**config.mk**
```make
export PLATFORM = sky130hd
export DESIGN_NAME = ebd_slave
export DESIGN_NICKNAME = d
export VERILOG_FILES = /design/src/design/ebd_slave.v /design/src/design/ebd_fifo.v
export VERILOG_INCLUDE_DIRS = /design/src /design/src/design
export SDC_FILE = /design/constraint.sdc
export NUM_CORES = 2
export LEC_CHECK = 0
export BUFFER_PORTS_ARGS = -buffer_cell sky130_fd_sc_hd__buf_4
export CAP_MARGIN = 20
export CELL_PAD_IN_SITES_DETAIL_PLACEMENT = 2
export CELL_PAD_IN_SITES_GLOBAL_PLACEMENT = 2
export CORE_AREA = 2 2 640 642
export CTS_CLUSTER_SIZE = 40
export DETAILED_ROUTE_END_ITERATION = 10
export DIE_AREA = 0 0 642 644
export PLACE_DENSITY_LB_ADDON = 0.1
export SKIP_CTS_REPAIR_TIMING = 1
export SKIP_LAST_GASP = 1
export SLEW_MARGIN = 20
export SYNTH_ARGS = -nofsm -noshare
export SYNTH_HDL_FRONTEND = slang
export SYNTH_SLANG_ARGS = --single-unit
```
**constraint.sdc**
```tcl
create_clock -name clk_in -period 10.7 [get_ports clk_in]
set_input_delay 2.14 -clock clk_in [delete_from_list [all_inputs] [get_ports clk_in]]
set_output_delay 2.14 -clock clk_in [all_outputs]
set_load 0.01 [all_outputs]
```
**src/design/ebd_consts.vh**
```
// Constants for the expansion bus data-phase slave
`ifndef EBD_CONSTS_VH
`define EBD_CONSTS_VH
`define EBD_CLK_NS 10
`define EBD_POLL_MIN_NS 30
`define EBD_POLL_MAX_NS 100
`define EBD_VEC_MAX_NS 100
`define EBD_MEM_WORDS 64
`define EBD_ADDR_W 6
`define EBD_FIFO_W 42
`define EBD_FIFO_D 16
`define EBD_FIFO_AW 4
// Write pipeline delay in cycles for the internal memory write
`define EBD_WR_LAT 4'h3
// Poll phase bounds in cycles, least rounds up, longest rounds down
`define EBD_POLL_MIN_CYC ((`EBD_POLL_MIN_NS + `EBD_CLK_NS - 1) / `EBD_CLK_NS)
`define EBD_POLL_MAX_CYC (`EBD_POLL_MAX_NS / `EBD_CLK_NS)
`define EBD_VEC_MAX_CYC (`EBD_VEC_MAX_NS / `EBD_CLK_NS)
// States
`define EBD_ST_IDLE 3'h0
`define EBD_ST_DECODE 3'h1
`define EBD_ST_WAITDOE 3'h2
`define EBD_ST_READ 3'h3
`define EBD_ST_WRITE 3'h4
`define EBD_ST_ACK 3'h5
`define EBD_ST_BURSTGAP 3'h6
`define EBD_ST_QINT 3'h7
`endif

```
**src/design/ebd_slave.v**
```verilog
// Expansion bus plug-in card slave: data phase, burst and quick interrupt
// How it works
// - Card latches multiplexed address when full-cycle strobe falls.
// - Data buffers stay disabled until master raises data output enable.
// - Under data output enable, slave drives reads, master drives writes.
// - Read data valid at acknowledge; write data valid at a byte strobe.
// - Lane 3 covers bits 31..24, lane 0 bits 7..0.
// - Cachable read returns all four bytes regardless of strobes.
// - Writes change only strobed bytes of the addressed word.
// - Slave always drives acknowledge: reads after data, writes after capture.
// - Write data goes to a holding buffer so acknowledge comes early.
// - Cache inhibit is driven together with the slot slave response.
// - Non-cachable card inhibits caching and honours strobes on reads.
// - Burst acknowledge is asserted together with slot slave response.
// - Each new burst request carries new short address and write data.
// - Poll phase lasts 30 to 100 ns; vector acknowledge within 100 ns.
// - Responding card asserts slot slave response quickly after strobe.
`timescale 1ns/100ps
`default_nettype none
`include "ebd_consts.vh"
module ebd_slave #(
  parameter [23:0] BASE_ADDR = 24'h40_0000,
  parameter [23:0] ADDR_MASK = 24'hFF_FF00,
  parameter CACHABLE = 1'b1,
  parameter BURST_OK = 1'b1,
  parameter QINT_OK = 1'b1,
  parameter [7:0] QINT_VECTOR = 8'h40
) (
  // Clock and reset
  input wire clk_in,
  input wire rst_in,
  // Bus strobes and direction, active low where named _n
  input wire full_cycle_strobe_n_in,
  input wire data_output_enable_in,
  input wire [3:0] byte_lane_strobe_n_in,
  input wire burst_transfer_request_n_in,
  input wire read_in,
  // Addresses
  input wire [23:0] mux_addr_in,
  input wire [5:0] short_addr_in,
  input wire [2:0] space_in,
  // Data bus, three signals
  input wire [31:0] data_in,
  output reg [31:0] data_out,
  output wire data_oe_out,
  // Slave responses, active low
  output wire slot_slave_response_n_out,
  output wire transfer_acknowledge_n_out,
  output wire cache_inhibit_n_out,
  output wire burst_transfer_acknowledge_n_out,
  // Local interrupt request for the quick interrupt cycle
  input wire qint_pending_in,
  // Status
  output wire fifo_busy_out
);
  localparam [2:0] SPACE_CPU = 3'h7;
  // Synchronisers
  reg [1:0] fcs_sync_reg;
  reg [1:0] doe_sync_reg;
  reg [1:0] burst_transfer_request_sync_reg;
  reg [3:0] ds_sync1_reg;
  reg [3:0] ds_sync2_reg;
  reg burst_transfer_request_prev_reg;
  // State
  reg [2:0] state_reg;
  reg [2:0] state_next;
  reg [2:0] space_latch_reg;
  reg selected_reg;
  reg burst_reg;
  reg ack_reg;
  reg drive_reg;
  reg [3:0] qcnt_reg;
  // Storage
  reg [31:0] mem_reg [0:`EBD_MEM_WORDS-1];
  reg [3:0] wr_lat_reg;
  wire fcs_act;
  wire doe_act;
  wire burst_transfer_request_act;
  wire burst_transfer_request_rise;
  wire ds_any;
  wire hit;
  wire fifo_in_ready;
  wire fifo_out_valid;
  wire [`EBD_FIFO_W-1:0] fifo_out_data;
  wire fifo_pop;
  wire [31:0] rd_word;
  wire [31:0] wr_word;
  wire [31:0] lane_mask;
  wire [31:0] merge_word;
  reg fifo_push;

  always @(posedge clk_in) begin
    if (rst_in) begin
      fcs_sync_reg <= 2'h3;
      doe_sync_reg <= 2'h0;
      burst_transfer_request_sync_reg <= 2'h3;
      ds_sync1_reg <= 4'hF;
      ds_sync2_reg <= 4'hF;
      burst_transfer_request_prev_reg <= 1'b0;
    end else begin
      fcs_sync_reg <= {fcs_sync_reg[0], full_cycle_strobe_n_in};
      doe_sync_reg <= {doe_sync_reg[0], data_output_enable_in};
      burst_transfer_request_sync_reg <= {burst_transfer_request_sync_reg[0], burst_transfer_request_n_in};
      ds_sync1_reg <= byte_lane_strobe_n_in;
      ds_sync2_reg <= ds_sync1_reg;
      burst_transfer_request_prev_reg <= burst_transfer_request_act;
    end
  end

  assign fcs_act = ~fcs_sync_reg[1];
  assign doe_act = doe_sync_reg[1];
  assign burst_transfer_request_act = ~burst_transfer_request_sync_reg[1];
  assign burst_transfer_request_rise = burst_transfer_request_act && !burst_transfer_request_prev_reg;
  // any strobe marks write data valid
  assign ds_any = ~(&ds_sync2_reg);
  // Only the four memory spaces hit here, CPU space 7 answers via the quick interrupt path; reserved codes 0, 3 and 4 stay silent
  assign hit = ((mux_addr_in & ADDR_MASK) == (BASE_ADDR & ADDR_MASK)) &&
               ((space_in == 3'h1) || (space_in == 3'h2) ||
                (space_in == 3'h5) || (space_in == 3'h6));

  // per-lane byte mask, lane n covers bits 8n+7..8n
  genvar g;
  generate
    for (g = 0; g < 4; g = g + 1) begin : lanes
      assign lane_mask[8*g+7:8*g] = {8{~ds_sync2_reg[g]}};
    end
  endgenerate

  // Next state
  always @* begin
    state_next = state_reg;
    fifo_push = 1'b0;
    case (state_reg)
      `EBD_ST_IDLE: begin
        if (fcs_act) begin
          state_next = `EBD_ST_DECODE;
        end
      end
      `EBD_ST_DECODE: begin
        if (!selected_reg) begin
          state_next = `EBD_ST_WAITDOE;
        end else if (space_latch_reg == SPACE_CPU) begin
          state_next = `EBD_ST_QINT;
        end else begin
          state_next = `EBD_ST_WAITDOE;
        end
      end
      `EBD_ST_WAITDOE: begin
        if (selected_reg && doe_act) begin
          state_next = read_in ? `EBD_ST_READ : `EBD_ST_WRITE;
        end
      end
      `EBD_ST_READ: begin
        state_next = `EBD_ST_ACK;
      end
      `EBD_ST_WRITE: begin
        // hold in FIFO, stall when full
        if (ds_any && fifo_in_ready) begin
          fifo_push = 1'b1;
          state_next = `EBD_ST_ACK;
        end
      end
      `EBD_ST_ACK: begin
        // burst gap when request drops; the next beat starts on its rise
        if (burst_reg && !burst_transfer_request_act) begin
          state_next = `EBD_ST_BURSTGAP;
        end
      end
      `EBD_ST_BURSTGAP: begin
        if (burst_transfer_request_rise) begin
          state_next = read_in ? `EBD_ST_READ : `EBD_ST_WRITE;
        end
      end
      `EBD_ST_QINT: begin
        if (qcnt_reg >= `EBD_POLL_MIN_CYC) begin
          state_next = `EBD_ST_ACK;
        end
      end
      default: begin
        state_next = `EBD_ST_IDLE;
      end
    endcase
    if (!fcs_act) begin
      state_next = `EBD_ST_IDLE;
      fifo_push = 1'b0;
    end
  end

  // Cycle control registers
  always @(posedge clk_in) begin
    if (rst_in) begin
      state_reg <= `EBD_ST_IDLE;
      space_latch_reg <= 3'h0;
      selected_reg <= 1'b0;
      burst_reg <= 1'b0;
      ack_reg <= 1'b0;
      drive_reg <= 1'b0;
      qcnt_reg <= 4'h0;
      data_out <= 32'h0000_0000;
    end else begin
      state_reg <= state_next;
      if (state_reg == `EBD_ST_IDLE && fcs_act) begin
        space_latch_reg <= space_in;
        selected_reg <= hit || (QINT_OK && space_in == SPACE_CPU && qint_pending_in);
      end
      // handshake done once request seen in data time
      if (state_next == `EBD_ST_IDLE) begin
        burst_reg <= 1'b0;
      end else if (BURST_OK && burst_transfer_request_act && selected_reg &&
                   (state_reg == `EBD_ST_WAITDOE || state_reg == `EBD_ST_READ ||
                    state_reg == `EBD_ST_WRITE)) begin
        burst_reg <= 1'b1;
      end
      ack_reg <= (state_next == `EBD_ST_ACK);
      // drive only on selected reads under enable
      drive_reg <= selected_reg && read_in && doe_act && (state_next != `EBD_ST_IDLE);
      if (state_reg == `EBD_ST_QINT) begin
        qcnt_reg <= qcnt_reg + 4'h1;
      end else begin
        qcnt_reg <= 4'h0;
      end
      if (state_reg == `EBD_ST_READ) begin
        // cachable: all bytes; else honour strobes
        data_out <= CACHABLE ? rd_word : (rd_word & lane_mask);
      end else if (state_reg == `EBD_ST_QINT) begin
        data_out <= {24'h00_0000, QINT_VECTOR};
      end
    end
  end

  // Reads bypass the FIFO, so a read chasing a write to one word can see it stale
  assign rd_word = mem_reg[short_addr_in];

  // Write holding FIFO: address, mask bits and data
  ebd_fifo #(
    .WIDTH(`EBD_FIFO_W),
    .DEPTH(`EBD_FIFO_D),
    .AW(`EBD_FIFO_AW)
  ) u_fifo (
    .clk_in(clk_in),
    .rst_in(rst_in),
    .in_valid_in(fifo_push),
    .in_ready_out(fifo_in_ready),
    .in_data_in({short_addr_in, ~ds_sync2_reg, data_in}),
    .out_valid_out(fifo_out_valid),
    .out_ready_in(wr_lat_reg == `EBD_WR_LAT),
    .out_data_out(fifo_out_data)
  );

  // Slow memory: one write per few cycles, so the FIFO really fills in bursts
  assign fifo_pop = fifo_out_valid && (wr_lat_reg == `EBD_WR_LAT);
  assign wr_word = mem_reg[fifo_out_data[41:36]];
  always @(posedge clk_in) begin
    if (rst_in) begin
      wr_lat_reg <= 4'h0;
    end else if (fifo_pop) begin
      wr_lat_reg <= 4'h0;
    end else if (fifo_out_valid) begin
      wr_lat_reg <= wr_lat_reg + 4'h1;
    end
  end

  generate
    for (g = 0; g < 4; g = g + 1) begin : wlanes
      assign merge_word[8*g+7:8*g] = fifo_out_data[32+g] ?
        fifo_out_data[8*g+7:8*g] : wr_word[8*g+7:8*g];
    end
  endgenerate

  // One writer process keeps the memory free of competing drivers
  always @(posedge clk_in) begin
    if (fifo_pop) begin
      mem_reg[fifo_out_data[41:36]] <= merge_word;
    end
  end

  // Outputs; cache inhibit rides with slave response
  assign slot_slave_response_n_out = ~(selected_reg && state_reg != `EBD_ST_IDLE);
  assign cache_inhibit_n_out = ~(selected_reg && state_reg != `EBD_ST_IDLE && !CACHABLE);
  // burst ack falls with slave response
  assign burst_transfer_acknowledge_n_out = ~(BURST_OK && selected_reg &&
                                              state_reg != `EBD_ST_IDLE);
  assign transfer_acknowledge_n_out = ~ack_reg;
  assign data_oe_out = drive_reg;
  assign fifo_busy_out = fifo_out_valid;
endmodule
`default_nettype wire

```
**src/design/ebd_fifo.v**
```verilog
// Parameterised flip-flop FIFO with valid and ready on both sides
`timescale 1ns/100ps
`default_nettype none
module ebd_fifo #(
  parameter WIDTH = 42,
  parameter DEPTH = 16,
  parameter AW = 4
) (
  // Clock and reset
  input wire clk_in,
  input wire rst_in,
  // Fill side
  input wire in_valid_in,
  output wire in_ready_out,
  input wire [WIDTH-1:0] in_data_in,
  // Drain side
  output wire out_valid_out,
  input wire out_ready_in,
  output wire [WIDTH-1:0] out_data_out
);
  reg [WIDTH-1:0] mem_reg [0:DEPTH-1];
  reg [AW-1:0] wr_ptr_reg;
  reg [AW-1:0] rd_ptr_reg;
  reg [AW:0] count_reg;
  wire push;
  wire pop;

  // Full and empty come straight from the occupancy count
  assign in_ready_out = (count_reg != DEPTH[AW:0]);
  assign out_valid_out = (count_reg != {(AW+1){1'b0}});
  assign out_data_out = mem_reg[rd_ptr_reg];
  assign push = in_valid_in && in_ready_out;
  assign pop = out_valid_out && out_ready_in;

  // Pointer and count update
  always @(posedge clk_in) begin
    if (rst_in) begin
      wr_ptr_reg <= {AW{1'b0}};
      rd_ptr_reg <= {AW{1'b0}};
      count_reg <= {(AW+1){1'b0}};
    end else begin
      if (push) begin
        wr_ptr_reg <= wr_ptr_reg + 1'b1;
      end
      if (pop) begin
        rd_ptr_reg <= rd_ptr_reg + 1'b1;
      end
      if (push && !pop) begin
        count_reg <= count_reg + 1'b1;
      end else if (pop && !push) begin
        count_reg <= count_reg - 1'b1;
      end
    end
  end

  // Storage, no reset needed on data
  always @(posedge clk_in) begin
    if (push) begin
      mem_reg[wr_ptr_reg] <= in_data_in;
    end
  end
endmodule
`default_nettype wire

```
* After elaboration in Yosys (flattened, before gate mapping)
Memory sizes are Yosys's and may differ from the RTL's. A register that Yosys moved wholly into a read port is not among the register bits. Index checks and enable logic that the tools add are counted.
Storage, ports and cells: bits in registers 78, word-level logic and storage cells 123, output and inout bits 38, bits of input ports 76, memory bits (writable) 2720, memories kept 2
Memory list:
- mem_reg | words 64, width 32, rd ports 1, clocked after memory_dff 0, write ports 1, RTL line ebd_slave.v:74 | reg [31:0] mem_reg [0:`EBD_MEM_WORDS-1];
- u_fifo.mem_reg | words 16, width 42, rd ports 1, clocked after memory_dff 1, write ports 1, RTL line ebd_fifo.v:21 | reg [WIDTH-1:0] mem_reg [0:DEPTH-1];
Cells by class: bitwise operators 7, add/sub/neg operators 6, $lt $le $gt $ge 1, eq/ne operators 21, reductions and logical operators 41, multiplexer cells 27
Operators with widths (count):
- $mux 32 | 2
- $mux 8 | 4
- $eq 3x3->1 const B | 9
- $mux 3 | 9
- $pmux 3 s8 | 1
- $logic_and 1x1->1 | 17
- $add 4x1->4 const B | 4
- $eq 16x15->1 const B | 1
- $mux 5 | 2
- $eq 3x2->1 const B | 3
- $mux 4 | 2
- $reduce_and 2->1 | 4
- $mux 1 | 7
- $eq 3x1->1 const B | 2
- $logic_not 3->1 | 2
- $logic_or 1x1->1 | 6
- $not 1->1 | 6
- $reduce_bool 3->1 | 2
- $reduce_or 2->1 | 3
- $add 5x1->5 const B | 1
- $ne 5x5->1 const B | 1
- $reduce_bool 5->1 | 1
- $sub 5x1->5 const B | 1
- $eq 4x2->1 const B | 1
- other kinds (6) | 12

* Logic depth before layout (Yosys ltp)
depth in word-level cells 11, depth in mapped cells 12, gate-level depth less buffers 11

* By module
A second synthesis with hierarchy kept.
Unflattened totals: cell total of the unflattened synthesis 5123, area total of the unflattened synthesis 107916.0 sq um
By module, submodules not included:
- ebd_slave | times used 1, cells an instance 3983, area each 81861.0 sq um, sequential area each 62800.2 sq um
- ebd_fifo | times used 1, cells an instance 1140, area each 26055.0 sq um, sequential area each 20519.7 sq um

* Worst setup path before layout
No wires, ideal clock.
path kind reg2reg, from reg state_reg[1], to mem u_fifo.mem_reg[3][0] (enable), data required time 10207 ps, arrival time 4608 ps, buffers on the path 1, setup time 493 ps, slack 5598 ps, cell stages (with the launch flop) 6, cell sequence dfxtp_1 -> clkbuf_1 -> or3b_2 -> a2111oi_4 -> nand2_1 -> nor3_1
On the way: cells in the longest elaborated chain, start to end 6
RTL lines:
- from (decl) | RTL line ebd_slave.v:65 | reg [2:0] state_reg;
- from (signal assigned) | RTL line ebd_slave.v:192 | state_reg <= `EBD_ST_IDLE;
- from (signal assigned) | RTL line ebd_slave.v:201 | state_reg <= state_next;
- $eq 3x3->1 | RTL line ebd_slave.v:133 | case (state_reg)
- $mux 1 | RTL line ebd_slave.v:133
- $mux 1 | RTL line ebd_slave.v:183 | if (!fcs_act) begin
- $logic_and 1x1->1 | RTL line ebd_fifo.v:32 | assign push = in_valid_in && in_ready_out;
- named net u_fifo.push | RTL line ebd_fifo.v:25 | wire push;
- $mux 1 | RTL line ebd_fifo.v:58 | if (push) begin
- $mux 1 (not written as such) | RTL line ebd_fifo.v:59 | mem_reg[wr_ptr_reg] <= in_data_in;
- to (decl) | RTL line ebd_fifo.v:21
The timed path passes the listed nets, and every way through them passes these cells.

==> impl_results.md <==
- Status: finished clean
- Clock edge transition at the registers on the reported setup and hold paths: roughly 0.050 ns
- Vias in the first global route: 59900
- Unrepaired setup endpoints after global routing: no
- Relative slew margins: 21.5%
- Fin Clk Skew: approximately 0.057 ns
- Share of the synthesized area in the top cell type: approximately three quarters
- CP peak stage delay: between 0.9 and 1 ns
- Total Routed Length: about 390000 um
- Sequential area share after synthesis: between 70% and 80%
- Top layer used by detailed routing: met5
- Chip width: about 640 um
- Fraction of registers with async set/reset: 0%
- Cell Pwr Density: roughly 180 mW/mm^2
- Synthesized flop and latch total: roughly 2800
- DR WL/cell: 34.5 um
- WS Path Type: flip-flop to flip-flop
- DP HPWL: between 200000 and 250000 um
- Worst Path Arrival: just over 6 ns
- Startpoint class of the critical path: flip-flop
- Antenna viol nets, final: 0
- Syn Area/Cell: about 21 sq um
- CTS Buf Count: roughly 330
- Netlist Area Pre-Place: approximately 0.11 sq mm
- TritonCTS clock tree: built
- Area growth, synth to finish: 16.8%
- DRC Markers: 0
- Main synth FF type: edfxtp_1
- Max FFs per register: a little over 2000
- Worst hold-check path type: flip-flop to flip-flop
- Element type at the critical path end: flip-flop
- Setup violations, final: 0
- Max-cap violations: 0
- Initial core utilization: between 20% and 30%
- CP required: about 11 ns
- Static leakage power: slightly below 0.04 uW
- Clk_lat worst skew: between 0.9 and 1 ns
- Die area: slightly above 0.4 sq mm
- CTS HTree Levels: 5
- Root Buffer Master: clkbuf_16
- I/O Buffers: ~100
- Post-synth EDFFs: 2720
- CTS Sinks: between 2000 and 3000
- Slew @ Worst Pin: 1.17 ns
- Vias/cell: just under 5
- Largest cells by area after synthesis: edfxtp_1 75%, mux4_2 14%, dfxtp_1 1.5%, mux2i_1 1.2%, nor3_2 0.86%
- Largest net degree at the start of global routing: 94
- Metal2 WL: about 190000 um
- Total gr overflow: 0
- CP max stage cell: dfxtp_4
- Initial DRC count: ~4300
- Final-report hold violation count: 0
- Die Y: 644 um
- Antenna violations before repair: 37
- Share of cells above drive strength 1: around 30%
- Routed length on met3: between 15000 and 20000 um
- Core ar.: around 0.41 sq mm
- Syn nets: 5237
- # nets final: around 5600
- Floorplan row count: approximately 240
- WL met1: between 150000 and 200000 um
- CP cell instances: buf_4, mux4_2, mux2i_1, mux2i_1, nand2_2, buf_4, nor3_2
- Max Fanout on Critical Path: 39
- First-pass GRT wire length: 530000 um
- Routability congestion estimate: a little over 0.7
- Unique cell type count in the Yosys netlist: 83
- Final period util: 52.4%
- Max Slew Vio Count: 0
- Final min period: roughly 5.6 ns
- Synth warnings: 0
- Placed insts: roughly 11000
- Via count: roughly 55000
- Fmax achieved: 0.178 GHz
- Setup TNS: 0 ns
- I/O pin count: approximately 110
- Non-filler cells, final: 11200
- Total iterations of the first detailed-routing run: 5
- Max Buffers Root-to-Sink: 4
- Global Route Usage Sum: between 10% and 20%
- Post-synth top area cell: edfxtp_1
- Worst VDD drop: roughly 0.00012 V
- Cells after Synth: ~5000
cells in the final DEF (no fill, tap or decap), types with 51 or more instances in the layout:
cell type	n
nor3_2	112
clkbuf_16	338
mux2i_1	129
clkbuf_1	94
nand3_1	51
nor2_1	178
nand2_1	184
dfxtp_1	78
buf_4	299
nor3_1	74
mux4_2	698
edfxtp_1	2720
clkinv_1	70
layout make-up:
class | count | area [sq um]
tap | 5451 | 6820
clock inverter | 144 | 1210
antenna | 9 | 22.5
sequential | 2802 | 83300
timing repair buffer | 315 | 2540
clock buffer | 440 | 8920
inverter | 21 | 86.3
fill | 40300 | 280000
multi-input combinational | 2020 | 25000
critical path: cells and delay by family (launching register included):
kind | cells | cell delay, ns
and+or+nand+nor | 2 | 1.60
muxes | 3 | 1.24
DFF | 1 | 0.93
buffers and inverters | 2 | 1.31
Yosys cell counts (all sizes together) (44+ instances only):
cell / count
buf: 174
o22ai: 44
a22oi: 49
mux2i: 131
nor3: 186
mux4: 702
nand2: 197
nor2: 196
a21oi: 48
clkbuf: 131
nand3: 51
dfxtp: 82
edfxtp: 2720
where the power goes:
group,internal (uW),switching (uW)
Clock,6170,4660
Combinational,256,453
Sequential,11900,3.64
final timing paths:
path	from	endpoint	slack, ns	depth (start not counted)
setup reg to reg	flip-flop	mem_reg[59][21]$_DFFE_PP_	5.09	7
setup / recovery	flip-flop	mem_reg[59][21]$_DFFE_PP_	5.09	7
hold reg to reg	burst_transfer_request_sync_reg[0]$_SDFF_PP1_	burst_transfer_request_sync_reg[1]$_SDFF_PP1_	0.41	1
hold / removal	burst_transfer_request_sync_reg[0]$_SDFF_PP1_	burst_transfer_request_sync_reg[1]$_SDFF_PP1_	0.41	1
cell families after synthesis:
group	count (synthesis)	synth area share, %
DFF	2802	76.1
xor gates and xnor gates	15	0.120
other	1	0.00342
and+or+nand+nor	789	3.87
muxes	867	16.0
AOI/OAI and AO/OA	335	2.31
adders and majority gates	13	0.155
buffers and inverters	326	1.44
through the flow:
stage	worst slack [ns]	hold WS (ns)	area [sq um]	util, %	total power, uW
final	5.09	0.409	128000	31.4	23400
after global routing	4.67	0.426	128000	31.4	24200
after CTS	4.83	0.414	128000	31.4	23800
after detailed placement	4.53	0.399	118000	28.9	12900
after global placement	4.54	0.396	118000	28.9	12800
after floorplan	5.60	0.389	110000	-	12500
metal layers:
| layer | global-route usage, % | vias to the layer above |
|---|---|---|
| li1 | - | 22300 |
| met1 | 25.7 | 30900 |
| met2 | 30.9 | 1177 |
| met3 | 2.60 | 425 |
| met4 | 3.68 | 12 |
| met5 | 0 | - |
(Power assumes the default switching activity.)
